**config.mk**
```make
export PLATFORM = sky130hd
export DESIGN_NAME = mfi_ctrl
export DESIGN_NICKNAME = d
export VERILOG_FILES = /design/src/core/mfi_ctrl.v /design/src/core/mfi_edge.v
export VERILOG_INCLUDE_DIRS = /design/src /design/src/core
export SDC_FILE = /design/constraint.sdc
export NUM_CORES = 1
export LEC_CHECK = 0
export ABC_AREA = 1
export ABC_CLOCK_PERIOD_IN_PS = 2100
export BUFFER_PORTS_ARGS = -buffer_cell sky130_fd_sc_hd__buf_4
export CORE_MARGIN = 4
export CORE_UTILIZATION = 40
export DETAILED_ROUTE_END_ITERATION = 10
export PLACE_DENSITY = 0.7
export SYNTH_ARGS = -nofsm -noshare
export SYNTH_HDL_FRONTEND = slang
export SYNTH_HIERARCHICAL = 1
export SYNTH_SLANG_ARGS = --single-unit
```
**constraint.sdc**
```tcl
create_clock -name clock_in -period 2.1 [get_ports clock_in]
set_input_delay 0.315 -clock clock_in [delete_from_list [all_inputs] [get_ports clock_in]]
set_output_delay 0.315 -clock clock_in [all_outputs]
set_load 0.005 [all_outputs]
```
**src/core/mfi_regs.vh**
```
`ifndef MFI_REGS_VH
`define MFI_REGS_VH
// Group count and timer count
`define MFI_NGRP        4
`define MFI_NTMR        2
// Source vector positions
`define MFI_SRC_TMO     0
`define MFI_SRC_UART    1
`define MFI_SRC_NVM     2
`define MFI_SRC_LVD     3
`define MFI_SRC_TMR0    4
`define MFI_NSRC        8
// Group membership of each source, two bits per source
`define MFI_GRP_MAP     16'hFA50
// Reset values and stack depth
`define MFI_RST_GIE     1'b0
`define MFI_RST_GEN     4'h0
`define MFI_RST_FLAGS   8'h00
`define MFI_STACK_DEPTH 4'h8
`endif

```
**src/core/mfi_ctrl.v**
```verilog
`timescale 1ns/1ps
`include "mfi_regs.vh"
module mfi_ctrl (
  // Clock and reset
  input  wire        clock_in,
  input  wire        srst_in,
  // Source events, one-cycle pulses
  input  wire        bus_timeout_ovf_in,
  input  wire        nvm_write_end_in,
  input  wire        low_supply_det_in,
  input  wire [1:0]  timer_period_match_in,
  input  wire [1:0]  timer_cmp_match_in,
  // Serial port status conditions, levels owned by the port
  input  wire [5:0]  serial_port_status_in,
  // Software flag writes: set mask, clear mask over source vector
  input  wire [7:0]  flag_set_in,
  input  wire [7:0]  flag_clr_in,
  // Software enable writes
  input  wire        enable_wr_in,
  input  wire        global_irq_enable_in,
  input  wire [3:0]  group_irq_enable_in,
  input  wire        bus_timeout_enable_in,
  input  wire        serial_port_irq_enable_in,
  input  wire        nvm_write_done_enable_in,
  input  wire        low_supply_enable_in,
  input  wire [1:0]  timer_period_match_enable_in,
  input  wire [1:0]  timer_cmp_match_enable_in,
  // Program sequencer
  input  wire        stack_full_in,
  input  wire        accept_in,
  input  wire        return_from_interrupt_in,
  input  wire        plain_return_in,
  input  wire        low_power_in,
  // Requests to sequencer
  output wire        vector_req_out,
  output reg  [1:0]  vector_group_out,
  output wire        push_pc_out,
  output wire        wake_out,
  // State view
  output wire        global_irq_enable_out,
  output wire [3:0]  group_irq_flag_out,
  output wire        bus_timeout_flag_out,
  output wire        nvm_write_done_flag_out,
  output wire        low_supply_flag_out,
  output wire [1:0]  timer_period_match_flag_out,
  output wire [1:0]  timer_cmp_match_flag_out
);
  reg        global_irq_enable_r;
  reg        global_irq_enable_nxt;
  reg [3:0]  group_irq_enable_r;
  reg [3:0]  group_irq_enable_nxt;
  reg [3:0]  group_irq_flag_r;
  reg [3:0]  group_irq_flag_nxt;
  reg [7:0]  src_flag_r;
  reg [7:0]  src_flag_nxt;
  reg [7:0]  src_en_r;
  reg [7:0]  src_en_nxt;
  reg [7:0]  src_en_wr;
  reg [7:0]  src_evt;
  reg        serial_any_r;
  reg [1:0]  grp_sel;
  reg [1:0]  vector_group_nxt;
  wire       serial_any;
  wire [7:0] src_req;
  wire [3:0] grp_hit;
  wire [3:0] grp_src_req;
  wire [3:0] grp_ready;
  wire [3:0] grp_served;
  wire       wake_rise;
  integer    m;

  // Group number of a source from the packed map
  function [1:0] grp_of;
    input [2:0] idx;
    reg [15:0] map;
    begin
      map    = `MFI_GRP_MAP;
      grp_of = map[{idx, 1'b0} +: 2];
    end
  endfunction

  // Member mask of one group, over the source vector
  function [7:0] grp_members;
    input [1:0] grp;
    integer j;
    begin
      grp_members = 8'h00;
      for (j = 0; j < `MFI_NSRC; j = j + 1) begin
        if (grp_of(j[2:0]) == grp) begin
          grp_members[j] = 1'b1;
        end
      end
    end
  endfunction

  // Serial port flags stay with the port, only their OR is seen
  assign serial_any = |serial_port_status_in;

  // Event vector in source order
  always @* begin
    src_evt                    = 8'h00;
    src_evt[`MFI_SRC_TMO]      = bus_timeout_ovf_in;
    src_evt[`MFI_SRC_UART]     = serial_any & ~serial_any_r;
    src_evt[`MFI_SRC_NVM]      = nvm_write_end_in;
    src_evt[`MFI_SRC_LVD]      = low_supply_det_in;
    src_evt[`MFI_SRC_TMR0]     = timer_period_match_in[0];
    src_evt[`MFI_SRC_TMR0 + 1] = timer_cmp_match_in[0];
    src_evt[`MFI_SRC_TMR0 + 2] = timer_period_match_in[1];
    src_evt[`MFI_SRC_TMR0 + 3] = timer_cmp_match_in[1];
  end

  // Enable image as software writes it
  always @* begin
    src_en_wr                    = `MFI_RST_FLAGS;
    src_en_wr[`MFI_SRC_TMO]      = bus_timeout_enable_in;
    src_en_wr[`MFI_SRC_UART]     = serial_port_irq_enable_in;
    src_en_wr[`MFI_SRC_NVM]      = nvm_write_done_enable_in;
    src_en_wr[`MFI_SRC_LVD]      = low_supply_enable_in;
    src_en_wr[`MFI_SRC_TMR0]     = timer_period_match_enable_in[0];
    src_en_wr[`MFI_SRC_TMR0 + 1] = timer_cmp_match_enable_in[0];
    src_en_wr[`MFI_SRC_TMR0 + 2] = timer_period_match_enable_in[1];
    src_en_wr[`MFI_SRC_TMR0 + 3] = timer_cmp_match_enable_in[1];
  end

  // Source and group enables load together on a write strobe
  always @* begin
    if (enable_wr_in) begin
      src_en_nxt           = src_en_wr;
      group_irq_enable_nxt = group_irq_enable_in;
    end else begin
      src_en_nxt           = src_en_r;
      group_irq_enable_nxt = group_irq_enable_r;
    end
  end

  // Source flags: hardware set wins over software clear; service leaves them
  always @* begin
    src_flag_nxt = (src_flag_r & ~flag_clr_in) | flag_set_in | src_evt;
    src_flag_nxt[`MFI_SRC_UART] = serial_any;
  end

  // Each source gated by its own enable
  assign src_req = src_flag_r & src_en_r;

  // Per group: new member event, enabled member pending, ready, served
  genvar g;
  generate
    for (g = 0; g < `MFI_NGRP; g = g + 1) begin : grp_gen
      localparam [1:0] GID = g;

      assign grp_hit[g]     = |(src_evt & grp_members(GID));
      assign grp_src_req[g] = |(src_req & grp_members(GID));
      assign grp_ready[g]   = group_irq_flag_r[g] & group_irq_enable_r[g] & grp_src_req[g];
      assign grp_served[g]  = push_pc_out & (grp_sel == GID);
    end
  endgenerate

  // Group flags: set by member events, cleared only by service
  always @* begin
    group_irq_flag_nxt = group_irq_flag_r | grp_hit;
    for (m = 0; m < `MFI_NGRP; m = m + 1) begin
      // A new event in the served group keeps it pending
      if (grp_served[m] && !grp_hit[m]) begin
        group_irq_flag_nxt[m] = 1'b0;
      end
    end
  end

  // Lowest group wins when several are ready
  always @* begin
    case (grp_ready)
      4'h0:    grp_sel = 2'h0;
      4'h1:    grp_sel = 2'h0;
      4'h2:    grp_sel = 2'h1;
      4'h3:    grp_sel = 2'h0;
      4'h4:    grp_sel = 2'h2;
      4'h5:    grp_sel = 2'h0;
      4'h6:    grp_sel = 2'h1;
      4'h7:    grp_sel = 2'h0;
      4'h8:    grp_sel = 2'h3;
      4'h9:    grp_sel = 2'h0;
      4'hA:    grp_sel = 2'h1;
      4'hB:    grp_sel = 2'h0;
      4'hC:    grp_sel = 2'h2;
      4'hD:    grp_sel = 2'h0;
      4'hE:    grp_sel = 2'h1;
      4'hF:    grp_sel = 2'h0;
      default: grp_sel = 2'h0;
    endcase
  end

  // Full stack blocks the call; flags wait for a free level
  assign vector_req_out = global_irq_enable_r & (|grp_ready) & ~stack_full_in;

  // Only the program counter goes on the stack
  assign push_pc_out = vector_req_out & accept_in;

  // Service beats everything else in the same cycle
  always @* begin
    global_irq_enable_nxt = global_irq_enable_r;
    if (push_pc_out) begin
      global_irq_enable_nxt = 1'b0;
    end else if (return_from_interrupt_in) begin
      global_irq_enable_nxt = 1'b1;
    end else if (enable_wr_in) begin
      global_irq_enable_nxt = global_irq_enable_in;
    end else if (plain_return_in) begin
      // Plain return leaves the global enable alone
      global_irq_enable_nxt = global_irq_enable_r;
    end
  end

  // Group number is shown one cycle after the decision
  always @* begin
    vector_group_nxt = grp_sel;
  end

  always @(posedge clock_in) begin
    if (srst_in) begin
      global_irq_enable_r <= `MFI_RST_GIE;
    end else begin
      global_irq_enable_r <= global_irq_enable_nxt;
    end
  end

  always @(posedge clock_in) begin
    if (srst_in) begin
      group_irq_enable_r <= `MFI_RST_GEN;
      src_en_r           <= `MFI_RST_FLAGS;
    end else begin
      group_irq_enable_r <= group_irq_enable_nxt;
      src_en_r           <= src_en_nxt;
    end
  end

  always @(posedge clock_in) begin
    if (srst_in) begin
      src_flag_r <= `MFI_RST_FLAGS;
    end else begin
      src_flag_r <= src_flag_nxt;
    end
  end

  always @(posedge clock_in) begin
    if (srst_in) begin
      group_irq_flag_r <= `MFI_RST_GEN;
    end else begin
      group_irq_flag_r <= group_irq_flag_nxt;
    end
  end

  always @(posedge clock_in) begin
    if (srst_in) begin
      serial_any_r     <= 1'b0;
      vector_group_out <= 2'h0;
    end else begin
      serial_any_r     <= serial_any;
      vector_group_out <= vector_group_nxt;
    end
  end

  mfi_edge u_edge (
    .clock_in (clock_in),
    .srst_in  (srst_in),
    .level_in (src_flag_r),
    .rise_out (wake_rise)
  );

  // Flag preset high before sleep gives no rise, so no wake
  assign wake_out = low_power_in & wake_rise;

  assign global_irq_enable_out       = global_irq_enable_r;
  assign group_irq_flag_out          = group_irq_flag_r;
  assign bus_timeout_flag_out        = src_flag_r[`MFI_SRC_TMO];
  assign nvm_write_done_flag_out     = src_flag_r[`MFI_SRC_NVM];
  assign low_supply_flag_out         = src_flag_r[`MFI_SRC_LVD];
  assign timer_period_match_flag_out = {src_flag_r[`MFI_SRC_TMR0 + 2], src_flag_r[`MFI_SRC_TMR0]};
  assign timer_cmp_match_flag_out    = {src_flag_r[`MFI_SRC_TMR0 + 3], src_flag_r[`MFI_SRC_TMR0 + 1]};
endmodule

```
**src/core/mfi_edge.v**
```verilog
`timescale 1ns/1ps
// Rising edge finder for request flags, used for wake-up
module mfi_edge (
  // Clock and reset
  input  wire       clock_in,
  input  wire       srst_in,
  // Flags
  input  wire [7:0] level_in,
  output wire       rise_out
);
  reg [7:0] prev_r;

  always @(posedge clock_in) begin
    if (srst_in) begin
      prev_r <= 8'h00;
    end else begin
      prev_r <= level_in;
    end
  end

  // Enables play no part here
  assign rise_out = |(level_in & ~prev_r);
endmodule

```
; ---- After elaboration in Yosys (flattened, before gate mapping)
; Memory sizes are Yosys's and may differ from the RTL's.
; Index checks and enable logic that the tools add are counted.
[classes]
n_mux = 2
n_eq_ne = 3
n_bitwise = 27
reduce_logical = 26
[ops]
columns = operator, n
row1 = 2-bit OR reduction, 13
row2 = 8-bit bitwise AND, 3
row3 = 1-bit bitwise AND, 17
row4 = 8-bit inverter, 2
row5 = 8-bit bitwise OR, 2
row6 = 8-bit OR reduction, 1
row7 = 6-bit OR reduction, 1
row8 = "2-bit == test, second input constant", 2
row9 = 1-bit logical AND, 4
row10 = 1-bit logical NOT, 4
row11 = 4-bit bitwise OR, 1
row12 = 4-bit OR reduction, 1
row13 = "2-bit by 1-bit == test with 1-bit output, second input constant", 1
row14 = 2-bit logical NOT, 1
row15 = 1-bit two-way mux, 2
row16 = 1-bit inverter, 2
row17 = 2-bit nonzero test, 1
[word_totals]
word_cells = 70
input_bits = 50
reg_bits = 36
out_inout_bits = 17
rom_bits = 32
memories = 1
[memory_table]
columns = name, depth, width, read_ports, rd_ports_with_merged_regs, write_ports, line_no
row1 = (no name shown), 16, 2, 1, 0, 0, mfi_ctrl.v:171  ; case (grp_ready)

; ---- Longest topological paths before layout
; Gate-level depths: netlist of run 1.
[depth]
ltp_word = 10
ltp_mapped = 9
ltp_nobuf = 9

; ---- Hierarchy
; Netlist of run 1, hierarchy kept.
[modules_own_cells]
columns = module, cells_per_inst, area_each_um2, instances, seq_area_each_um2
row1 = mfi_ctrl, 172, 1172.4, 1, 540.5
row2 = mfi_edge, 48, 311.5, 1, 160.2

; ---- Worst setup path after synthesis of run 1
; No wires, ideal clock.
[synth_timing]
kind = register -> output
startpoint = register src_flag_r[3]
endpoint = output port push_pc_out
required_ns = 1.785
path_stages_with_launch = 7
arrival_ns = 0.889
path_buffers = 0
path_slack_ns = 0.896
cell_sequence = dfxtp_1 nand2_1 nand2_1 nand2_2 nand2_4 nor2_2 nor3_4
[synth_between]
elab_chain_cells = 7
[synth_lines]
columns = element, line_no
row1 = "start, declared", mfi_ctrl.v:54  ; reg [7:0] src_flag_r;
row2 = "start signal, assigned", mfi_ctrl.v:238  ; src_flag_r <= `MFI_RST_FLAGS;
row3 = "start signal, assigned", mfi_ctrl.v:240  ; src_flag_r <= src_flag_nxt;
row4 = 8-bit bitwise AND, mfi_ctrl.v:143  ; assign src_req = src_flag_r & src_en_r;
row5 = 2-bit OR reduction, mfi_ctrl.v:152  ; assign grp_src_req[g] = |(src_req & grp_members(GID));
row6 = 1-bit bitwise AND, mfi_ctrl.v:153  ; assign grp_ready[g] = group_irq_flag_r[g] & group_irq_enable_r[g] & grp_src_req[g];
row7 = 4-bit OR reduction, mfi_ctrl.v:193  ; assign vector_req_out = global_irq_enable_r & (|grp_ready) & ~stack_full_in;
row8 = 1-bit bitwise AND (2 in series), mfi_ctrl.v:193
row9 = 1-bit bitwise AND, mfi_ctrl.v:196  ; assign push_pc_out = vector_req_out & accept_in;
row10 = "end, declared", mfi_ctrl.v:37  ; output wire push_pc_out,
; Every way passes these cells.

; ---- Worst setup path after layout of run 1
; Ends and elaborated chain as after synthesis.

==> results of run 1 <==
## layout make-up
cell class,count,area (um^2),share of cell area [%]
flip-flops and latches,35,700.7,33.90
repair buffers,63,473.0,22.88
inverters,37,138.9,6.719
well taps,46,57.56,2.785
clock inverters,1,5.005,0.2421
multi-input cells,143,615.6,29.78
clock buffers,7,76.32,3.692
## Yosys cell counts (all sizes together)
master	n	share of area (%)
nand3b	1	0.51
dfxtp	35	47
nor3	4	2.1
nor3b	1	0.51
buf	3	1.4
nor2	57	15
nand2	51	14
a211oi	1	0.51
o21ai	12	4.0
inv	37	9.4
a31o	1	0.59
clkbuf	2	0.51
a21oi	9	3.0
nand3	6	2.0
## registers in the layout, summed over array words and instances (netlist names)
signal                 count
src_flag_r                 8
src_en_r                   8
global_irq_enable_out      1
u_edge/prev_r              8
group_irq_enable_r         4
group_irq_flag_out         4
vector_group_out           2
## worst max-delay path: cells and delay by family (launching register included)
| family | cells | cell delay, ns |
|---|---|---|
| flip-flops | 1 | 0.40 |
| AND/OR/NAND/NOR | 6 | 0.62 |
| buffers and inverters | 1 | 0.17 |
## where the power goes
part / internal, mW / switching (mW)
Combinational: 0.113 / 0.0903
Sequential: 0.707 / 0.0276
Clock: 0.232 / 0.219
Total: 1.05 / 0.337
## cells in the final DEF (no fill, tap or decap)
cell type and instances:
clkinv_2 1, nor2_2 1, nor2_1 56, a211oi_1 1, dfxtp_1 35, o21ai_0 12, inv_1 37, nand3_1 6
clkbuf_8 5, clkbuf_1 2, nand2_2 1, nor3b_1 1, nor3_4 1, a31o_2 1, nor3_1 3, nand2_4 1
nand2_1 49, nand3b_1 1, buf_4 63, a21oi_1 9
## per-layer routing
layer  vias to the layer above  part of all wire, %  global-route usage (%)  wire length (um)
met5                         -                    0                       0                 0
met4                         0                  1.3                   5.109                43
met3                         6                  8.3                   6.321               283
met2                        40                   47                   24.76              1607
met1                       613                   43                   18.80              1472
li1                        786                    -                       -                 -
## worst paths after layout
check,from,endpoint,cells past startpoint
worst max-delay path,src_flag_r[3],push_pc_out,7
worst min-delay path,serial_port_irq_enable_in,src_en_r[1],3
worst max register to register,src_flag_r[3],group_irq_flag_out[1],9
worst min register to register,src_flag_r[1],u_edge/prev_r[1],2
## cell families (layout without fill, tap and decap cells)
| group | after synthesis | count (layout) | synth area share, % |
|---|---|---|---|
| AOI/OAI and AO/OA | 23 | 23 | 8.179 |
| buffers and inverters | 42 | 108 | 11.30 |
| DFF | 35 | 35 | 47.22 |
| and+or+nand+nor | 120 | 120 | 33.31 |
## per-stage QoR
step                      instances  cell area [um^2]  utilization [%]
after global placement          324              1986            57.25
after detailed placement        324              1986            57.25
after CTS                       332              2067            59.60
after floorplan                 220              1484                -
after global routing            332              2067            59.60
final                           332              2067            59.60
==> results.sh, run 1 <==
export IMPL_ys_ff_latch=35
export IMPL_grt_usage_pct=15.47
export IMPL_skew_ns=0.007269
export IMPL_cts_tree="built"
export IMPL_cts_hold_buf=0
export IMPL_cts_buffers=5
export IMPL_fin_nets=335
export IMPL_via_count=1445
export IMPL_arrival_ns=1.48
export IMPL_fin_total_pwr_mw=1.390
export IMPL_flow_area_growth_from_synthesis_pct=39.29
export IMPL_rsz0062_at_grt="no"
export IMPL_p_leak_nw=1.129
export IMPL_grt_pass1_wl_um=5361
export IMPL_syn_area_um2=1484
export IMPL_clkSinkCount=35
export IMPL_port_buffers=63
export IMPL_setup_tns_ns=0
export IMPL_h_tree_depth=2
export IMPL_num_antenna_cells=0
export IMPL_die_area_um2=4749
export IMPL_drive_gt1_share_pct=25.87
export IMPL_cpMostUsedCell="nand2_1"
export IMPL_fp_dieH_um=68.91
export IMPL_nFillCells=365
export IMPL_drcViolationCount=0
export IMPL_ys_types=19
export IMPL_critPathKind="flip-flop to output port"
export IMPL_endpoint_kind="output port"
export IMPL_maxSlewViolCount=0
export IMPL_reg2reg_slack_ns=0.73
export IMPL_drt_pre_antenna_iters=5
export IMPL_grt_max_degree=19
export IMPL_drv_cap=0
export IMPL_drtIter0Drc=52
export IMPL_ir_drop_mv=0.3535
export IMPL_antenna_found_initial=0
export IMPL_max_slew_margin_pct=68.43
export IMPL_routed_wl_um=3407
export IMPL_crit_path_max_incr_delay_ns=0.40
export IMPL_final_hold_violation_count=0
export IMPL_syn_nets=270
export IMPL_clock_root_buffer="clkbuf_8"
export IMPL_insertion_delay_ns=0.29
export IMPL_p_per_area_nw_per_um2=672.5
export IMPL_avgSynthCellArea_um2=6.745
export IMPL_cp_required_ns=1.78
export IMPL_cts_resized=0
export IMPL_setup_violations=0
export IMPL_fin_ws_ns=0.3017
export IMPL_fmax_mhz=556.1
export IMPL_cts_max_path_buffers=2
export IMPL_holdCritPathClass="input pin to flip-flop"
export IMPL_period_minus_slack_ns=1.798
export IMPL_worstPathMaxFanout=6
export IMPL_postRouteAntennaNets=0
export IMPL_viasPerCell=4.352
export IMPL_cp_slowest_cell="dfxtp_1"
export IMPL_core_region_area_um2=3468
export IMPL_min_period_over_period_pct=85.63
export IMPL_clkTransAtPathRegs_ns=0.07
export IMPL_grt_pass1_vias=1288
export IMPL_yosysSeqAreaShare_pct=47.22
export IMPL_gp_congestion=0.7601
export IMPL_start_kind="flip-flop"
export IMPL_initial_utilization_pct=42.78
export IMPL_status="complete, no violations"
export IMPL_grt_overflow=0
export IMPL_max_slew_worst_pin_slew_ns=0.4730
export IMPL_wl_per_cell_um=10.26
export IMPL_rows=21
export IMPL_holdWs_ns=0.2466
export IMPL_die_w_um=68.91
export IMPL_postCtsSetupRepairBufs=0
export IMPL_pre_cts_ws_ns=0.5802
export IMPL_synthCells=220
export IMPL_path_cells="nand2_1 > nand2_1 > nand2_2 > nand2_4 > nor2_2 > nor3_4 > buf_4"
export IMPL_synth_yosys_warnings=6
export IMPL_boundaryPins=67
export IMPL_place_hpwl_um=2637
Note: power is estimated with default switching activity, not from simulation.
==> run 2: changes to the inputs <==
--- a/config.mk
+++ b/config.mk
@@ -10,9 +10,9 @@
 export ABC_CLOCK_PERIOD_IN_PS = 2100
 export BUFFER_PORTS_ARGS = -buffer_cell sky130_fd_sc_hd__buf_4
 export CORE_MARGIN = 4
-export CORE_UTILIZATION = 40
+export CORE_UTILIZATION = 49
 export DETAILED_ROUTE_END_ITERATION = 10
-export PLACE_DENSITY = 0.7
+export PLACE_DENSITY = 0.83
 export SYNTH_ARGS = -nofsm -noshare
 export SYNTH_HDL_FRONTEND = slang
 export SYNTH_HIERARCHICAL = 1
==> run 2 against run 1 <==
Cell area is 0.30% lower. Highest routed layer unchanged. Fmax is 5.5% lower. Largest power group unchanged. Routed wire length is 0.94% higher. Clock power is 10% higher. Setup slack worse by 0.10 ns. First-iteration DRC count is 52% higher. Non-clock buffer count is 1 higher. Flip-flop and latch count stayed put. Total power is 3.3% higher. Count of clock-buffer cells in the layout is 1 lower.
==> results.sh, run 2 (same netlist as run 1, synthesis figures left out) <==
export IMPL_fmax_mhz=525.7
export IMPL_clock_root_buffer="clkbuf_4"
export IMPL_die_area_um2=3973
export IMPL_final_hold_violation_count=0
export IMPL_cp_required_ns=1.78
export IMPL_rsz0062_at_grt="no"
export IMPL_combPwrFrac_pct=14.3
export IMPL_endpoint_kind="output port"
export IMPL_wl_per_cell_um=10.81
export IMPL_hold_start="timer_period_match_enable_in[1]"
export IMPL_crit_path_max_incr_delay_ns=0.41
export IMPL_flow_area_growth_from_synthesis_pct=38.87
export IMPL_drtIter0Drc=79
export IMPL_cts_tree="built"
export IMPL_holdPathEnd="src_en_r[6]"
export IMPL_path_cells="nand2_1 > nand2_1 > nand2_1 > nand2_1 > nor2_2 > nor3_4 > buf_4"
export IMPL_crit_family="simple AND/OR/NAND/NOR gates"
export IMPL_fp_dieH_um=63.03
export IMPL_h_tree_depth=2
export IMPL_grt_usage_pct=18.80
export IMPL_viasPerCell=4.582
export IMPL_r2r_end="group_irq_flag_out[1]"
export IMPL_cts_buffers=5
export IMPL_final_common_cell="buf_4"
export IMPL_grt_overflow=0
export IMPL_clkPwrFrac_pct=34.6
export IMPL_grt_max_degree=19
export IMPL_stdcell_area_um2=2061
export IMPL_clkSinkCount=35
export IMPL_grt_pass1_wl_um=5892
export IMPL_start_kind="flip-flop"
export IMPL_power_share_switching_pct=23.28
export IMPL_maxSlewViolCount=0
export IMPL_power_switching_mw=0.3343
export IMPL_holdPathStages=3
export IMPL_place_hpwl_um=2609
export IMPL_rows=19
export IMPL_r2r_start="src_flag_r[5]"
export IMPL_status="complete, no violations"
export IMPL_fin_ws_ns=0.1979
export IMPL_via_count=1457
export IMPL_critPathKind="flip-flop to output port"
export IMPL_drt_pre_antenna_iters=4
export IMPL_insertion_delay_ns=0.33
export IMPL_gp_congestion=0.8029
export IMPL_ir_drop_mv=0.5296
export IMPL_num_antenna_cells=0
export IMPL_setup_tns_ns=0
export IMPL_setup_violations=0
export IMPL_postCtsSetupRepairBufs=0
export IMPL_period_minus_slack_ns=1.902
export IMPL_intPower_mw=1.102
export IMPL_initial_utilization_pct=52.45
export IMPL_skew_ns=0.008063
export IMPL_p_per_area_nw_per_um2=696.7
export IMPL_drcViolationCount=0
export IMPL_p_leak_nw=1.142
export IMPL_grt_pass1_vias=1417
export IMPL_cts_resized=0
export IMPL_arrival_ns=1.59
export IMPL_max_slew_worst_pin_slew_ns=0.4743
export IMPL_cts_hold_buf=0
export IMPL_antenna_found_initial=0
export IMPL_worstPathMaxFanout=5
export IMPL_min_period_over_period_pct=90.58
export IMPL_holdCritPathClass="input pin to flip-flop"
export IMPL_reg2reg_depth=10
export IMPL_pre_cts_ws_ns=0.5398
export IMPL_cp_slowest_cell="dfxtp_1"
export IMPL_cpMostUsedCell="nand2_1"
export IMPL_routed_wl_um=3439
export IMPL_critPathBufInv=1
export IMPL_mostFrequentLayoutCells="buf_4 (64), nor2_1 (56), nand2_1 (49), inv_1 (37), dfxtp_1 (35)"
export IMPL_max_slew_margin_pct=68.34
export IMPL_post_dp_cell_area_um2=1967
export IMPL_reg2reg_slack_ns=0.54
export IMPL_clkTransAtPathRegs_ns=0.10
export IMPL_fin_nets=336
export IMPL_core_region_area_um2=2829
export IMPL_cp_startpoint="src_flag_r[5]"
export IMPL_drive_gt1_share_pct=26.83
export IMPL_drv_cap=0
export IMPL_reg_top3="src_en_r x8, src_flag_r x8, u_edge/prev_r x8"
export IMPL_p_seq_share_pct=51.1
export IMPL_boundaryPins=67
export IMPL_port_buffers=63
export IMPL_cts_max_path_buffers=2
export IMPL_postRouteAntennaNets=0
export IMPL_die_w_um=63.03
run 2: cell count changes in the layout (fill, tap and decap cells not counted):
cell	change
clkbuf_1	-2
buf_4	+1
clkbuf_4	+5
clkbuf_8	-4
bufinv_16	+1
run 2: how the worst max path moves through the flow:
stage          cells past startpoint  slack (ns)          end
5_1_grt                            7        0.02  push_pc_out
3_3_place_gp                       7        0.59  push_pc_out
2_1_floorplan                      6        0.90  push_pc_out
3_5_place_dp                       7        0.54  push_pc_out
6_report                           7        0.20  push_pc_out
4_1_cts                            7        0.15  push_pc_out
run 2: power groups by stage:
stage / sequential, mW / clock (mW) / combinational [mW]
2_1_floorplan: 0.745 / 0 / 0.0926
3_3_place_gp: 0.748 / 0 / 0.201
3_5_place_dp: 0.749 / 0 / 0.206
4_1_cts: 0.734 / 0.510 / 0.207
5_1_grt: 0.740 / 0.544 / 0.235
6_report: 0.734 / 0.497 / 0.205
run 2: layer usage:
metal | global-route usage, % | wire (um) | part of all wire, % | vias up
li1 | - | - | - | 796
met1 | 21.36 | 1472 | 43 | 617
met2 | 32.41 | 1718 | 50 | 42
met3 | 7.014 | 219 | 6.4 | 2
met4 | 5.785 | 29 | 0.84 | 0
met5 | 0 | 0 | 0 | -
run 2: area by class of cell:
cell class,instances,area (um^2)
Fill cell,252,768.2
Sequential cell,35,700.7
Multi-Input combinational cell,143,615.6
Timing Repair Buffer,64,480.5
Inverter,37,138.9
Clock buffer,6,51.30
Tap cell,31,38.79
Clock inverter,2,35.03
run 2: metrics by stage:
stage                     hold WS (ns)  total power, mW  utilization (%)  instances
final                           0.1981            1.436            72.84        318
after global routing            0.1771            1.519            72.84        318
after CTS                       0.1865            1.451            72.58        317
after detailed placement        0.4476           0.9548            69.53        309
after global placement          0.4432           0.9485            69.53        309
after floorplan                 0.4295           0.8379                -        220
run 2: tightest hold or removal path: stages:
cell,delay [ns]
buf_4,0.08
nor2_1,0.03
nor2_1,0.08
==> run 3: changes to the inputs <==
--- a/config.mk
+++ b/config.mk
@@ -6,11 +6,10 @@
 export SDC_FILE = /design/constraint.sdc
 export NUM_CORES = 1
 export LEC_CHECK = 0
-export ABC_AREA = 1
 export ABC_CLOCK_PERIOD_IN_PS = 2100
 export BUFFER_PORTS_ARGS = -buffer_cell sky130_fd_sc_hd__buf_4
 export CORE_MARGIN = 4
-export CORE_UTILIZATION = 49
+export CORE_UTILIZATION = 48
 export DETAILED_ROUTE_END_ITERATION = 10
 export PLACE_DENSITY = 0.83
 export SYNTH_ARGS = -nofsm -noshare
==> run 3 against run 2 <==
Core utilization decreased by 3.4 points. Clock skew about the same. Flip-flop and latch count unchanged. Largest power group unchanged. Count of clock-buffer cells in the layout unchanged. Cell count decreased by 23%. Global-route usage increased by 0.87 points. Non-clock buffer count decreased by 1. Highest routed layer unchanged.
==> results.sh, run 3 <==
export IMPL_reg_top3="src_en_r x8, src_flag_r x8, u_edge/prev_r x8"
export IMPL_drv_cap=0
export IMPL_path_depth=5
export IMPL_final_hold_violation_count=0
export IMPL_mostFrequentLayoutCells="buf_4 (63), nor2_1 (37), dfxtp_1 (35), mux2i_1 (12), a21oi_1 (10)"
export IMPL_wl_per_cell_um=14.52
export IMPL_synth_top_family_by_area="simple AND/OR/NAND/NOR gates"
export IMPL_fp_dieH_um=61.16
export IMPL_boundaryPins=67
export IMPL_fmax_mhz=511.4
export IMPL_route_met2_wl_um=2009
export IMPL_synthTopCellsByCount="nor2_1 (37), dfxtp_1 (35), mux2i_1 (12)"
export IMPL_synth_compound_area_share_pct=15.77
export IMPL_critPathBufInv=2
export IMPL_ir_drop_mv=0.5667
export IMPL_die_area_um2=3740
export IMPL_place_hpwl_um=2826
export IMPL_ys_types=31
export IMPL_grt_usage_pct=19.67
export IMPL_port_buffers=63
export IMPL_clkSinkCount=35
export IMPL_syn_area_um2=1356
export IMPL_grt_overflow=0
export IMPL_p_leak_nw=0.8969
export IMPL_nFillCells=224
export IMPL_die_w_um=61.16
export IMPL_wl_met1_um=1370
export IMPL_async_flop_share_pct=0
export IMPL_gp_congestion=0.7675
export IMPL_drtIter0Drc=49
export IMPL_rsz0062_at_grt="no"
export IMPL_endpoint="wake_out"
export IMPL_antenna_found_initial=0
export IMPL_viasPerCell=5.156
export IMPL_drt_pre_antenna_iters=4
export IMPL_synthCells=149
export IMPL_cts_tree="built"
export IMPL_holdCritPathClass="input pin to flip-flop"
export IMPL_num_antenna_cells=0
export IMPL_r2r_start="src_flag_r[4]"
export IMPL_synthMuxAreaShare_pct=8.856
export IMPL_rows=19
export IMPL_clkTransAtPathRegs_ns=0.10
export IMPL_grt_pass1_vias=1257
export IMPL_reg2reg_depth=4
export IMPL_crit_family="simple AND/OR/NAND/NOR gates"
export IMPL_cp_startpoint="src_flag_r[7]"
export IMPL_wl_met3_um=145
export IMPL_clock_root_buffer="clkbuf_4"
export IMPL_highest_layer="met4"
export IMPL_drive_gt1_share_pct=35.21
export IMPL_min_period_over_period_pct=93.11
export IMPL_period_minus_slack_ns=1.955
export IMPL_holdWs_ns=0.2358
export IMPL_maxSlewViolCount=0
export IMPL_endpoint_kind="output port"
export IMPL_h_tree_depth=2
export IMPL_yosysMostFrequentCell="nor2_1"
export IMPL_setup_tns_ns=0
export IMPL_max_slew_worst_pin_slew_ns=0.3568
export IMPL_ys_ff_latch=35
export IMPL_max_slew_margin_pct=76.21
export IMPL_reg2reg_slack_ns=0.78
export IMPL_synth_edf_count=0
export IMPL_initial_utilization_pct=49.61
export IMPL_p_per_area_nw_per_um2=676.1
export IMPL_path_cells="inv_1 > o22ai_1 > or4_1 > and2_1 > buf_4"
export IMPL_hold_start="timer_cmp_match_enable_in[0]"
export IMPL_start_kind="flip-flop"
export IMPL_final_common_cell="buf_4"
export IMPL_setup_violations=0
export IMPL_synthAdderAreaFrac_pct=0
export IMPL_cts_resized=0
export IMPL_fin_nets=263
export IMPL_cp_slowest_cell="or4_1"
export IMPL_synth_top_area_share_pct=51.66
export IMPL_grt_max_degree=36
export IMPL_syn_nets=199
export IMPL_postCtsSetupRepairBufs=0
export IMPL_via_count=1258
export IMPL_skew_ns=0.007907
export IMPL_synth_yosys_warnings=6
export IMPL_flow_area_growth_from_synthesis_pct=40.04
export IMPL_worstPathMaxFanout=4
export IMPL_postRouteAntennaNets=0
export IMPL_ys_flop_type="dfxtp_1"
export IMPL_synth_xor_area_share_pct=0
export IMPL_cts_hold_buf=0
export IMPL_cp_required_ns=1.78
export IMPL_critPathKind="flip-flop to output port"
export IMPL_core_region_area_um2=2734
export IMPL_status="complete, no violations"
export IMPL_synth_area_leaders="dfxtp_1 (52%), nor2_1 (10%), mux2i_1 (8.9%)"
export IMPL_avgSynthCellArea_um2=9.103
export IMPL_cts_max_path_buffers=2
export IMPL_insertion_delay_ns=0.32
export IMPL_routed_wl_um=3542
export IMPL_crit_path_max_incr_delay_ns=0.51
export IMPL_synth_largest_area_cell="dfxtp_1"
export IMPL_yosysSeqAreaShare_pct=51.66
export IMPL_arrival_ns=1.64
export IMPL_grt_pass1_wl_um=5395
export IMPL_cts_buffers=5
export IMPL_drcViolationCount=0
export IMPL_r2r_end="global_irq_enable_out"
export IMPL_synthSimpleGateAreaFrac_pct=19.37
==> run 3: cell types whose count changed in the layout (fill, tap and decap cells not counted), moves of 4 or more <==
cell / before / now
nand2_1: 49 / 2
inv_1: 37 / 8
nor2_1: 56 / 37
mux2i_1: 0 / 12
o21ai_0: 12 / 0
nand2b_1: 0 / 6
nand3_1: 6 / 2
o22ai_1: 0 / 4
==> run 3: stage by stage <==
step	total power [mW]	worst slack, ns	cells	cell area, um^2	utilization, %
3_3_place_gp	0.9351	0.5208	237	1843	67.41
5_1_grt	1.348	0.03684	244	1899	69.47
4_1_cts	1.295	0.1270	244	1899	69.47
3_5_place_dp	0.9448	0.4937	237	1843	67.41
2_1_floorplan	0.8269	0.6974	149	1356	-
6_report	1.284	0.1447	244	1899	69.47
==> run 3: layer usage <==
layer  up-vias  track usage [%]
met4         0            6.502
met5         -                0
met2        20            36.71
li1        639                -
met1       597            22.04
met3         2            3.983
==> run 3: kinds of logic after synthesis <==
group | count (synthesis)
mux | 12
flops | 35
buf+inv | 15
compound gates | 30
simple gates | 57
==> run 3: report_power, final <==
group | internal [mW] | switching (mW) | total [mW]
Clock | 0.155 | 0.198 | 0.354
Sequential | 0.704 | 0.0293 | 0.733
Combinational | 0.117 | 0.0803 | 0.197
Total | 0.976 | 0.308 | 1.28
==> run 3: worst reg2reg max path, cell delays in order (launching register included) <==
cell	delay [ns]
dfxtp_1	0.36
a22o_1	0.27
a32oi_2	0.29
a31oi_2	0.16
nor3_2	0.17
==> run 3: how the worst min path moves through the flow <==
stage | slack (ns) | to | cells past startpoint
final | 0.24 | src_en_r[5] | 3
after floorplan | 0.44 | u_edge/prev_r[1] | 2
after CTS | 0.23 | src_en_r[1] | 3
after global routing | 0.23 | group_irq_enable_r[0] | 3
after detailed placement | 0.47 | u_edge/prev_r[1] | 2
after global placement | 0.47 | group_irq_enable_r[3] | 2
==> run 3: cell type report <==
type | instances | area [um^2] | area share, %
Clock inverter | 1 | 5.005 | 0.2635
Inverter | 9 | 33.78 | 1.779
Multi-Input combinational cell | 99 | 596.8 | 31.42
Timing Repair Buffer | 63 | 473.0 | 24.90
Tap cell | 31 | 38.79 | 2.042
Sequential cell | 35 | 700.7 | 36.89
Clock buffer | 6 | 51.30 | 2.701
